$ cat config.mk
export PLATFORM = sky130hd
export DESIGN_NAME = dtr_host
export DESIGN_NICKNAME = d
export VERILOG_FILES = /design/src/pkg/dtr_pkg.sv /design/src/rtl/dtr_queue.sv /design/src/rtl/dtr_host.sv
export SDC_FILE = /design/constraint.sdc
export NUM_CORES = 1
export LEC_CHECK = 0
export ABC_CLOCK_PERIOD_IN_PS = 10490
export BUFFER_PORTS_ARGS = -buffer_cell sky130_fd_sc_hd__buf_2
export CORE_UTILIZATION = 46
export CTS_CLUSTER_SIZE = 28
export DETAILED_ROUTE_END_ITERATION = 12
export GPL_ROUTABILITY_DRIVEN = 1
export PLACE_DENSITY_LB_ADDON = 0.1
export SKIP_CTS_REPAIR_TIMING = 1
export SYNTH_ARGS = -nofsm -noshare
export SYNTH_HDL_FRONTEND = slang
export SYNTH_SLANG_ARGS = --single-unit
export TNS_END_PERCENT = 30
$ cat constraint.sdc
create_clock -name clk_i -period 10.49 [get_ports clk_i]
set_clock_uncertainty 0.05 [all_clocks]
set_input_delay 2.098 -clock clk_i [delete_from_list [all_inputs] [get_ports clk_i]]
set_output_delay 2.098 -clock clk_i [all_outputs]
set_load 0.02 [all_outputs]
$ cat src/pkg/dtr_pkg.sv
// shared constants and types for the data tenure retry controller
package dtr_pkg;
    localparam int          QUEUE_DEPTH  = 3;
    localparam logic [2:0]  BURST_BEATS  = 3'h4;
    localparam logic [2:0]  SINGLE_BEATS = 3'h1;
    localparam logic [3:0]  WIN_MIN      = 4'h2;
    localparam logic [3:0]  TS_CNT_MAX   = 4'hF;
    localparam logic [1:0]  CNT_ZERO     = 2'h0;

    typedef struct packed {
        logic write;
        logic burst;
    } dtr_entry_s;

    typedef struct packed {
        logic       streaming_mode;
        logic [3:0] snoop_win_start;
    } dtr_cfg_s;

    typedef enum logic [1:0] {
        ST_IDLE  = 2'b00,
        ST_GRANT = 2'b01,
        ST_DATA  = 2'b10,
        ST_GAP   = 2'b11
    } dtr_state_e;
endpackage

$ cat src/rtl/dtr_queue.sv
// ordered queue of pending data tenures, removal at any slot
`timescale 1ns/1ps
`default_nettype none
module dtr_queue (
    input  wire logic                    clk_i,
    input  wire logic                    rst_b_i,
    input  wire logic                    push_i,
    input  wire dtr_pkg::dtr_entry_s     push_data_i,
    input  wire logic [2:0]              pop_mask_i,
    output dtr_pkg::dtr_entry_s          entry_o [3],
    output logic [1:0]                   count_o
);
    dtr_pkg::dtr_entry_s q_r   [3];
    dtr_pkg::dtr_entry_s q_nxt [3];
    logic [1:0]          cnt_r;
    logic [1:0]          cnt_nxt;

    // compaction keeps address order among the survivors
    always_comb begin
        logic [1:0] k;
        k = 2'h0;
        for (int i = 0; i < 3; i++) begin
            q_nxt[i] = '0;
        end
        for (int i = 0; i < 3; i++) begin
            if ((2'(i) < cnt_r) && !pop_mask_i[i]) begin
                q_nxt[k] = q_r[i];
                k = k + 2'h1;
            end
        end
        // a fourth pending tenure cannot occur, so a push when full is dropped
        if (push_i && (k < 2'h3)) begin
            q_nxt[k] = push_data_i;
            k = k + 2'h1;
        end
        cnt_nxt = k;
    end

    always_ff @(posedge clk_i or negedge rst_b_i) begin
        if (!rst_b_i) begin
            cnt_r <= dtr_pkg::CNT_ZERO;
            for (int i = 0; i < 3; i++) begin
                q_r[i] <= '0;
            end
        end else begin
            cnt_r <= cnt_nxt;
            q_r   <= q_nxt;
        end
    end

    assign entry_o = q_r;
    assign count_o = cnt_r;
endmodule
`default_nettype wire

$ cat src/rtl/dtr_host.sv
// system-side data bus arbiter and acknowledge generator facing the processor
// Overview of operation
// - acknowledge no earlier than one cycle (normal) or zero cycles before window start.
// - in streaming mode, first data no earlier than the retry window's first cycle.
// - early acknowledge closes window that clock (streaming) or next clock (normal).
// - never acknowledge so early that an address retry could not cancel it.
// - retry cancels data acknowledged just before window; tenure aborted, not extended.
// - after grant and retry, processor drops busy; no further data is sent.
// - retry of a later tenure leaves earlier tenures' data untouched.
// - retry before grant cancels that tenure; never grant it afterwards.
// - normal mode without busy: grant only the cycle before tenure may start.
// - use write-only only to move a burst write ahead of a read.
`timescale 1ns/1ps
`default_nettype none
module dtr_host (
    input  wire logic                clk_i,
    input  wire logic                rst_b_i,
    input  wire dtr_pkg::dtr_cfg_s   cfg_i,
    input  wire logic                transfer_start_strobe_i,
    input  wire dtr_pkg::dtr_entry_s transfer_type_i,
    input  wire logic                needs_data_i,
    input  wire logic                address_ack_i,
    input  wire logic                address_retry_i,
    input  wire logic                data_bus_busy_i,
    input  wire logic                mem_ready_i,
    input  wire logic                reorder_req_i,
    output logic                     data_bus_grant_o,
    output logic                     write_only_reorder_o,
    output logic                     transfer_acknowledge_o,
    output logic                     data_retry_o,
    output logic                     tenure_done_o,
    output logic                     tenure_aborted_o,
    output logic [1:0]               pending_o
);
    // ------------------------------------------------------------
    // state
    // ------------------------------------------------------------
    dtr_pkg::dtr_state_e state_r, state_nxt;
    dtr_pkg::dtr_entry_s entry [3];
    logic [1:0]          count;
    logic [1:0]          cur_r, cur_nxt;
    logic [2:0]          beats_r, beats_nxt;
    logic [3:0]          ts_cnt_r;
    logic                live_r, live_data_r, aack_d_r, ta_d_r;
    logic                grant_r, wo_r, ta_r, done_r, abort_r;
    logic [1:0]          pending_r;
    logic                grant_nxt, wo_nxt, ta_nxt;

    function automatic logic [1:0] oldest_write(input dtr_pkg::dtr_entry_s e [3], input logic [1:0] n);
        logic [1:0] idx;
        idx = 2'h3;
        for (int i = 2; i >= 0; i--) begin
            if ((2'(i) < n) && e[i].write) begin
                idx = 2'(i);
            end
        end
        return idx;
    endfunction

    // ------------------------------------------------------------
    // decode
    // ------------------------------------------------------------
    wire logic       stream    = cfg_i.streaming_mode;
    wire logic [1:0] tail      = count - 2'h1;
    wire logic [1:0] wr_idx    = oldest_write(entry, count);
    wire logic       promote   = reorder_req_i && (wr_idx != 2'h3) && (wr_idx != 2'h0) && entry[wr_idx].burst;
    wire logic [1:0] pick_idx  = promote ? wr_idx : 2'h0;
    // retry only hits the newest, still live tenure
    wire logic       retry_hit = address_retry_i && live_r && live_data_r && (count != dtr_pkg::CNT_ZERO);
    wire logic       cur_live  = live_r && live_data_r && (cur_r == tail);
    wire logic       cur_hit   = retry_hit && (cur_r == tail);
    // earliest acknowledge cycle relative to the start strobe
    wire logic [3:0] ta_thr    = stream ? cfg_i.snoop_win_start : cfg_i.snoop_win_start - 4'h1;
    // counter lags the strobe by one and the ack lands a cycle later, hence a lead of two
    wire logic       ta_ok     = !cur_live || (({1'b0, ts_cnt_r} + 5'h02) >= {1'b0, ta_thr});
    wire logic       last_beat = ta_r && (beats_r == 3'h1);
    wire logic       win_close = aack_d_r || (stream ? (ta_r && cur_live) : ta_d_r);
    // processor busy gates grants outside streaming mode
    wire logic       bus_free  = stream || !data_bus_busy_i;
    wire logic       can_grant = (count != dtr_pkg::CNT_ZERO) && bus_free && !retry_hit;
    wire logic       pop_cur   = ((state_r == dtr_pkg::ST_GRANT) || (state_r == dtr_pkg::ST_DATA))
                                 && !cur_hit && (state_r == dtr_pkg::ST_DATA) && last_beat;
    // retry before grant drops the implied request
    wire logic [2:0] pop_mask  = (retry_hit ? (3'h1 << tail) : 3'h0) | (pop_cur ? (3'h1 << cur_r) : 3'h0);
    wire logic       push      = transfer_start_strobe_i && needs_data_i;

    dtr_queue u_queue (
        .clk_i       (clk_i),
        .rst_b_i     (rst_b_i),
        .push_i      (push),
        .push_data_i (transfer_type_i),
        .pop_mask_i  (pop_mask),
        .entry_o     (entry),
        .count_o     (count)
    );

    // ------------------------------------------------------------
    // sequencing
    // ------------------------------------------------------------
    always_comb begin
        state_nxt = state_r;
        cur_nxt   = cur_r;
        beats_nxt = beats_r;
        grant_nxt = 1'b0;
        wo_nxt    = 1'b0;
        ta_nxt    = 1'b0;
        unique case (state_r)
            dtr_pkg::ST_IDLE: begin
                // grant raised only when the tenure may start next cycle
                if (can_grant) begin
                    grant_nxt = 1'b1;
                    wo_nxt    = promote;
                    cur_nxt   = pick_idx;
                    beats_nxt = entry[pick_idx].burst ? dtr_pkg::BURST_BEATS : dtr_pkg::SINGLE_BEATS;
                    state_nxt = dtr_pkg::ST_GRANT;
                end
            end
            dtr_pkg::ST_GRANT: begin
                if (cur_hit) begin
                    state_nxt = dtr_pkg::ST_IDLE;
                end else begin
                    ta_nxt    = mem_ready_i && ta_ok;
                    state_nxt = dtr_pkg::ST_DATA;
                end
            end
            dtr_pkg::ST_DATA: begin
                if (ta_r) begin
                    beats_nxt = beats_r - 3'h1;
                end
                // no data after retry; burst cut short
                if (cur_hit || last_beat) begin
                    state_nxt = stream ? dtr_pkg::ST_IDLE : dtr_pkg::ST_GAP;
                end else begin
                    ta_nxt = mem_ready_i && ta_ok;
                end
                if (cur_hit) begin
                    ta_nxt = 1'b0;
                end
            end
            dtr_pkg::ST_GAP: begin
                // one idle cycle while the processor drops busy
                state_nxt = dtr_pkg::ST_IDLE;
            end
        endcase
        // keep the current slot index valid when an older slot is removed
        if (retry_hit && !cur_hit && (tail < cur_r)) begin
            cur_nxt = cur_r - 2'h1;
        end
    end

    always_ff @(posedge clk_i or negedge rst_b_i) begin
        if (!rst_b_i) begin
            state_r <= dtr_pkg::ST_IDLE;
            cur_r   <= 2'h0;
            beats_r <= 3'h0;
            grant_r <= 1'b0;
            wo_r    <= 1'b0;
            ta_r    <= 1'b0;
        end else begin
            state_r <= state_nxt;
            cur_r   <= cur_nxt;
            beats_r <= beats_nxt;
            grant_r <= grant_nxt;
            wo_r    <= wo_nxt;
            ta_r    <= ta_nxt;
        end
    end

    // ------------------------------------------------------------
    // snoop window tracking
    // ------------------------------------------------------------
    // window start is a static input, at least two cycles
    always_ff @(posedge clk_i or negedge rst_b_i) begin
        if (!rst_b_i) begin
            live_r      <= 1'b0;
            live_data_r <= 1'b0;
            ts_cnt_r    <= 4'h0;
            aack_d_r    <= 1'b0;
            ta_d_r      <= 1'b0;
        end else begin
            aack_d_r <= address_ack_i && live_r;
            ta_d_r   <= ta_r && cur_live && !stream;
            if (transfer_start_strobe_i) begin
                live_r      <= 1'b1;
                live_data_r <= needs_data_i;
                ts_cnt_r    <= 4'h0;
            end else begin
                if (ts_cnt_r != dtr_pkg::TS_CNT_MAX) begin
                    ts_cnt_r <= ts_cnt_r + 4'h1;
                end
                // retry within the window cancels; afterwards it cannot
                if (win_close || retry_hit) begin
                    live_r <= 1'b0;
                end
            end
        end
    end

    // ------------------------------------------------------------
    // status
    // ------------------------------------------------------------
    always_ff @(posedge clk_i or negedge rst_b_i) begin
        if (!rst_b_i) begin
            done_r    <= 1'b0;
            abort_r   <= 1'b0;
            pending_r <= 2'h0;
        end else begin
            done_r    <= pop_cur;
            // acknowledged data in window is voided by the abort
            abort_r   <= cur_hit && ((state_r == dtr_pkg::ST_GRANT) || (state_r == dtr_pkg::ST_DATA));
            pending_r <= count;
        end
    end

    assign data_bus_grant_o       = grant_r;
    assign write_only_reorder_o   = wo_r;
    assign transfer_acknowledge_o = ta_r;
    // data retry is never used by this controller
    assign data_retry_o           = 1'b0;
    assign tenure_done_o          = done_r;
    assign tenure_aborted_o       = abort_r;
    assign pending_o              = pending_r;
endmodule
`default_nettype wire

==> metrics.log <==
INFO  metric yosysUniqueCellTypes = 52
INFO  metric num_antenna_cells = 0
INFO  metric ir_drop_worst_case_vdd = 162 uV
INFO  metric row_count = 24
INFO  metric globalRouteTotalUtil = 0.185
INFO  metric cts.sinks = 30
INFO  metric timing.final.setup_violations = 0
INFO  metric critPathCaptureType = flip-flop
INFO  metric h-tree-depth = 2
INFO  metric leakagePower = 0.00117 uW
INFO  metric root_buffer = sky130_fd_sc_hd__clkbuf_8
INFO  metric worst_ep_arrival_time = 4.80 ns
INFO  metric synth-edff-count = 0
INFO  metric detail_route.iter0.violations = 70
INFO  metric ant_nets = 0
INFO  metric drc = 0
INFO  metric drv_cap = 0
INFO  metric via_per_inst = 5.33
INFO  metric worst-slew-pin-transition = 0.669 ns
INFO  metric worstPathRequired = 10.60 ns
INFO  metric reg2reg_to = u_queue.entry_o[2]
INFO  metric launching_element_type_of_the_critical_path = input port
INFO  metric highest_count_cells_in_the_layout_ignoring_fill_and_taps = sky130_fd_sc_hd__ha_1, sky130_fd_sc_hd__dfrtp_1, sky130_fd_sc_hd__inv_1, sky130_fd_sc_hd__nand2_1, sky130_fd_sc_hd__buf_2
INFO  metric synth_ff_type = sky130_fd_sc_hd__dfrtp_1
INFO  metric synthMuxAreaShare = 0.0153
INFO  metric final_nets = 289
INFO  metric combinational_family_with_the_most_area_after_synthesis = simple AND/OR/NAND/NOR gates
INFO  metric start_util = 0.482
INFO  metric setup_repair_after_global_routing_missed_its_margin = no
INFO  metric first_global_vias = 1523
INFO  metric holdWs = 0.427 ns
INFO  metric globalRouteMet2Util = 0.295
INFO  metric result_of_the_run = finished, final reports clean
INFO  metric layout_worst_path_cycle_share = 0.447
INFO  metric tritoncts = done
INFO  metric groute.layer.met3.usage = 0.0418
INFO  metric sum_of_negative_setup_slack = 0 ns
INFO  metric post_drt_wl_per_cell = 13.6 um
INFO  metric clock_pin_slew_reported_for_the_worst_setup_and_hold_paths_after_clock_tree_synthesis = 0.06 ns
INFO  metric synth_nets = 264
INFO  metric post-place-cells = 288
INFO  metric post_synth_fa_ha_maj_area_fraction = 0.176
INFO  metric final-hold-violation-count = 0
INFO  metric min-delay-path-class = flip-flop to flip-flop
INFO  metric routed_wl = 4000 um
INFO  metric top_ports = 24
INFO  metric layout_min_cycle_time = 4.69 ns
INFO  metric max-clock-path-buffers = 2
INFO  metric yosysSeqAreaShare = 0.353
INFO  metric gp_routability_congestion = 0.760
INFO  metric cts_inserted_buffers = 5
INFO  metric initial_antenna_violation_count = 0
INFO  metric portBuffers = 22
INFO  metric die_x = 70.0 um
INFO  metric synth_simple_gate_area_frac = 0.229
INFO  metric synth_area_per_cell = 9.76 sq um
INFO  metric timing_max_transition_violations_final = 0
INFO  metric synth-seq-cells = 30
INFO  metric fmax = 213 MHz
INFO  metric timing.critical_path.fanout_max = 9
INFO  metric r2r_start = u_queue.count_o[0]
INFO  metric critPathLaunch = address_retry_i
INFO  metric grt_max_degree = 31
INFO  metric post_synth_inst_count = 218
INFO  metric gr-max-usage-layer = met2
INFO  metric die_height = 70.0 um
INFO  metric drt-pass1-iter-count = 4
INFO  metric coreArea = 4410 sq um
INFO  metric synth.yosys.warnings = 0
INFO  metric global_route.usage.met1 = 0.247
INFO  metric worst_r2r_path_depth = 16
INFO  metric crit_type = input port to flip-flop
INFO  metric global_route_wire_length_before_repair = 7070 um
INFO  metric fin_cells = 295
INFO  metric total_congestion_overflow = 0
INFO  metric slew_headroom = 0.554
INFO  metric worst_skew_pair.late_latency = 0.28 ns
INFO  metric syn-cell-area = 2130 sq um
INFO  metric yosys.area_share.xor_xnor = 0.0288
INFO  metric hold_path_depth = 2
INFO  metric synth_compound_gate_area_share = 0.144
INFO  metric die-area = 4900 sq um
INFO  metric vias = 1572
INFO  metric area_delta_synth_final = 10.8%
INFO  metric drive_above_1_share = 0.169
INFO  metric worst-r2r-setup-slack = 6.59 ns
INFO  metric endpoint = u_queue.entry_o[2]
INFO  metric power-per-cell-area = 231 nW/um^2
INFO  metric synthArstFlopShare = 1.00
INFO  metric place_hpwl = 3180 um
## synthesized netlist by cell type, types with 3 or more instances
master                     number  area [sq um]
sky130_fd_sc_hd__nand3_1        8          40.0
sky130_fd_sc_hd__o21ai_0        7          35.0
sky130_fd_sc_hd__o31ai_1        3          22.5
sky130_fd_sc_hd__and2_1         6          37.5
sky130_fd_sc_hd__nor2_1        11          41.3
sky130_fd_sc_hd__nand2_1       22          82.6
sky130_fd_sc_hd__dfrtp_1       30           751
sky130_fd_sc_hd__nand4_1        3          18.8
sky130_fd_sc_hd__a221o_1        3          30.0
sky130_fd_sc_hd__inv_1         24          90.1
sky130_fd_sc_hd__nor2b_1        4          25.0
sky130_fd_sc_hd__ha_1          30           375
sky130_fd_sc_hd__xnor2_1        6          52.6
sky130_fd_sc_hd__and3b_1        3          26.3
sky130_fd_sc_hd__and3_1         4          25.0
sky130_fd_sc_hd__nor3_1         3          15.0
sky130_fd_sc_hd__nand2b_1       4          25.0
sky130_fd_sc_hd__a21oi_1        7          35.0
## layer usage
layer | share of wire | up-vias | wire, um
met3 | 0.041 | 5 | 165
met1 | 0.49 | 723 | 1960
met5 | 0 | - | 0
met2 | 0.46 | 28 | 1830
li1 | - | 816 | -
met4 | 0.010 | 0 | 41
## metrics by stage
stage | power (uW) | utilization | cell area [sq um] | worst slack (ns)
2_1_floorplan | 398 | - | 2130 | 5.81
3_3_place_gp | 464 | 0.517 | 2280 | 5.60
6_report | 544 | 0.534 | 2360 | 5.80
4_1_cts | 552 | 0.534 | 2360 | 5.80
5_1_grt | 600 | 0.534 | 2360 | 5.54
3_5_place_dp | 463 | 0.517 | 2280 | 5.50
## where the power goes
part | internal, uW | total (uW) | switching, uW
sequential | 146 | 171 | 25.4
combinational | 124 | 287 | 163
clock | 45.5 | 85.9 | 40.3
## worst max-delay path, cell delays in order
cell                       delay [ns]
sky130_fd_sc_hd__buf_2           0.13
sky130_fd_sc_hd__nand4b_4        0.16
sky130_fd_sc_hd__o211ai_1        0.25
sky130_fd_sc_hd__nand3_1         0.17
sky130_fd_sc_hd__inv_1           0.11
sky130_fd_sc_hd__ha_1            0.25
sky130_fd_sc_hd__xnor2_1         0.36
sky130_fd_sc_hd__inv_1           0.11
sky130_fd_sc_hd__ha_1            0.21
sky130_fd_sc_hd__and3b_1         0.37
sky130_fd_sc_hd__and2_1          0.23
sky130_fd_sc_hd__nor4_2          0.06
sky130_fd_sc_hd__a221o_1         0.29
## flip-flops by register name (all words and copies together) (netlist names)
name                    flops
aack_d_r                    1
beats_r                     3
cur_r                       2
data_bus_grant_o            1
live_data_r                 1
live_r                      1
pending_o                   2
state_r                     2
ta_d_r                      1
tenure_aborted_o            1
tenure_done_o               1
transfer_acknowledge_o      1
ts_cnt_r                    4
u_queue.count_o             2
u_queue.entry_o             6
write_only_reorder_o        1
## cells by family after synthesis
| logic type | Yosys count |
|---|---|
| and+or+nand+nor | 81 |
| AOI/OAI and AO/OA | 38 |
| adders and majority gates | 30 |
| DFF | 30 |
| buffers and inverters | 28 |
| xor gates and xnor gates | 7 |
| muxes | 3 |
| other | 1 |
## area by class of cell
cell class                 instances  area [sq um]
timing repair buffer              22           110
fill                             414          2060
tap                               52          65.1
multi-input combinational        160          1270
sequential                        30           751
inverter                          24          90.1
clock buffer                       7          76.3
## worst min path at each step
stage	from	to
floorplan	u_queue.count_o[1]	pending_o[1]
global placement	beats_r[1]	beats_r[1]
detailed placement	beats_r[1]	beats_r[1]
CTS	beats_r[1]	beats_r[1]
global route	beats_r[1]	beats_r[1]
finish	beats_r[1]	beats_r[1]
(Power assumes the default switching activity.)
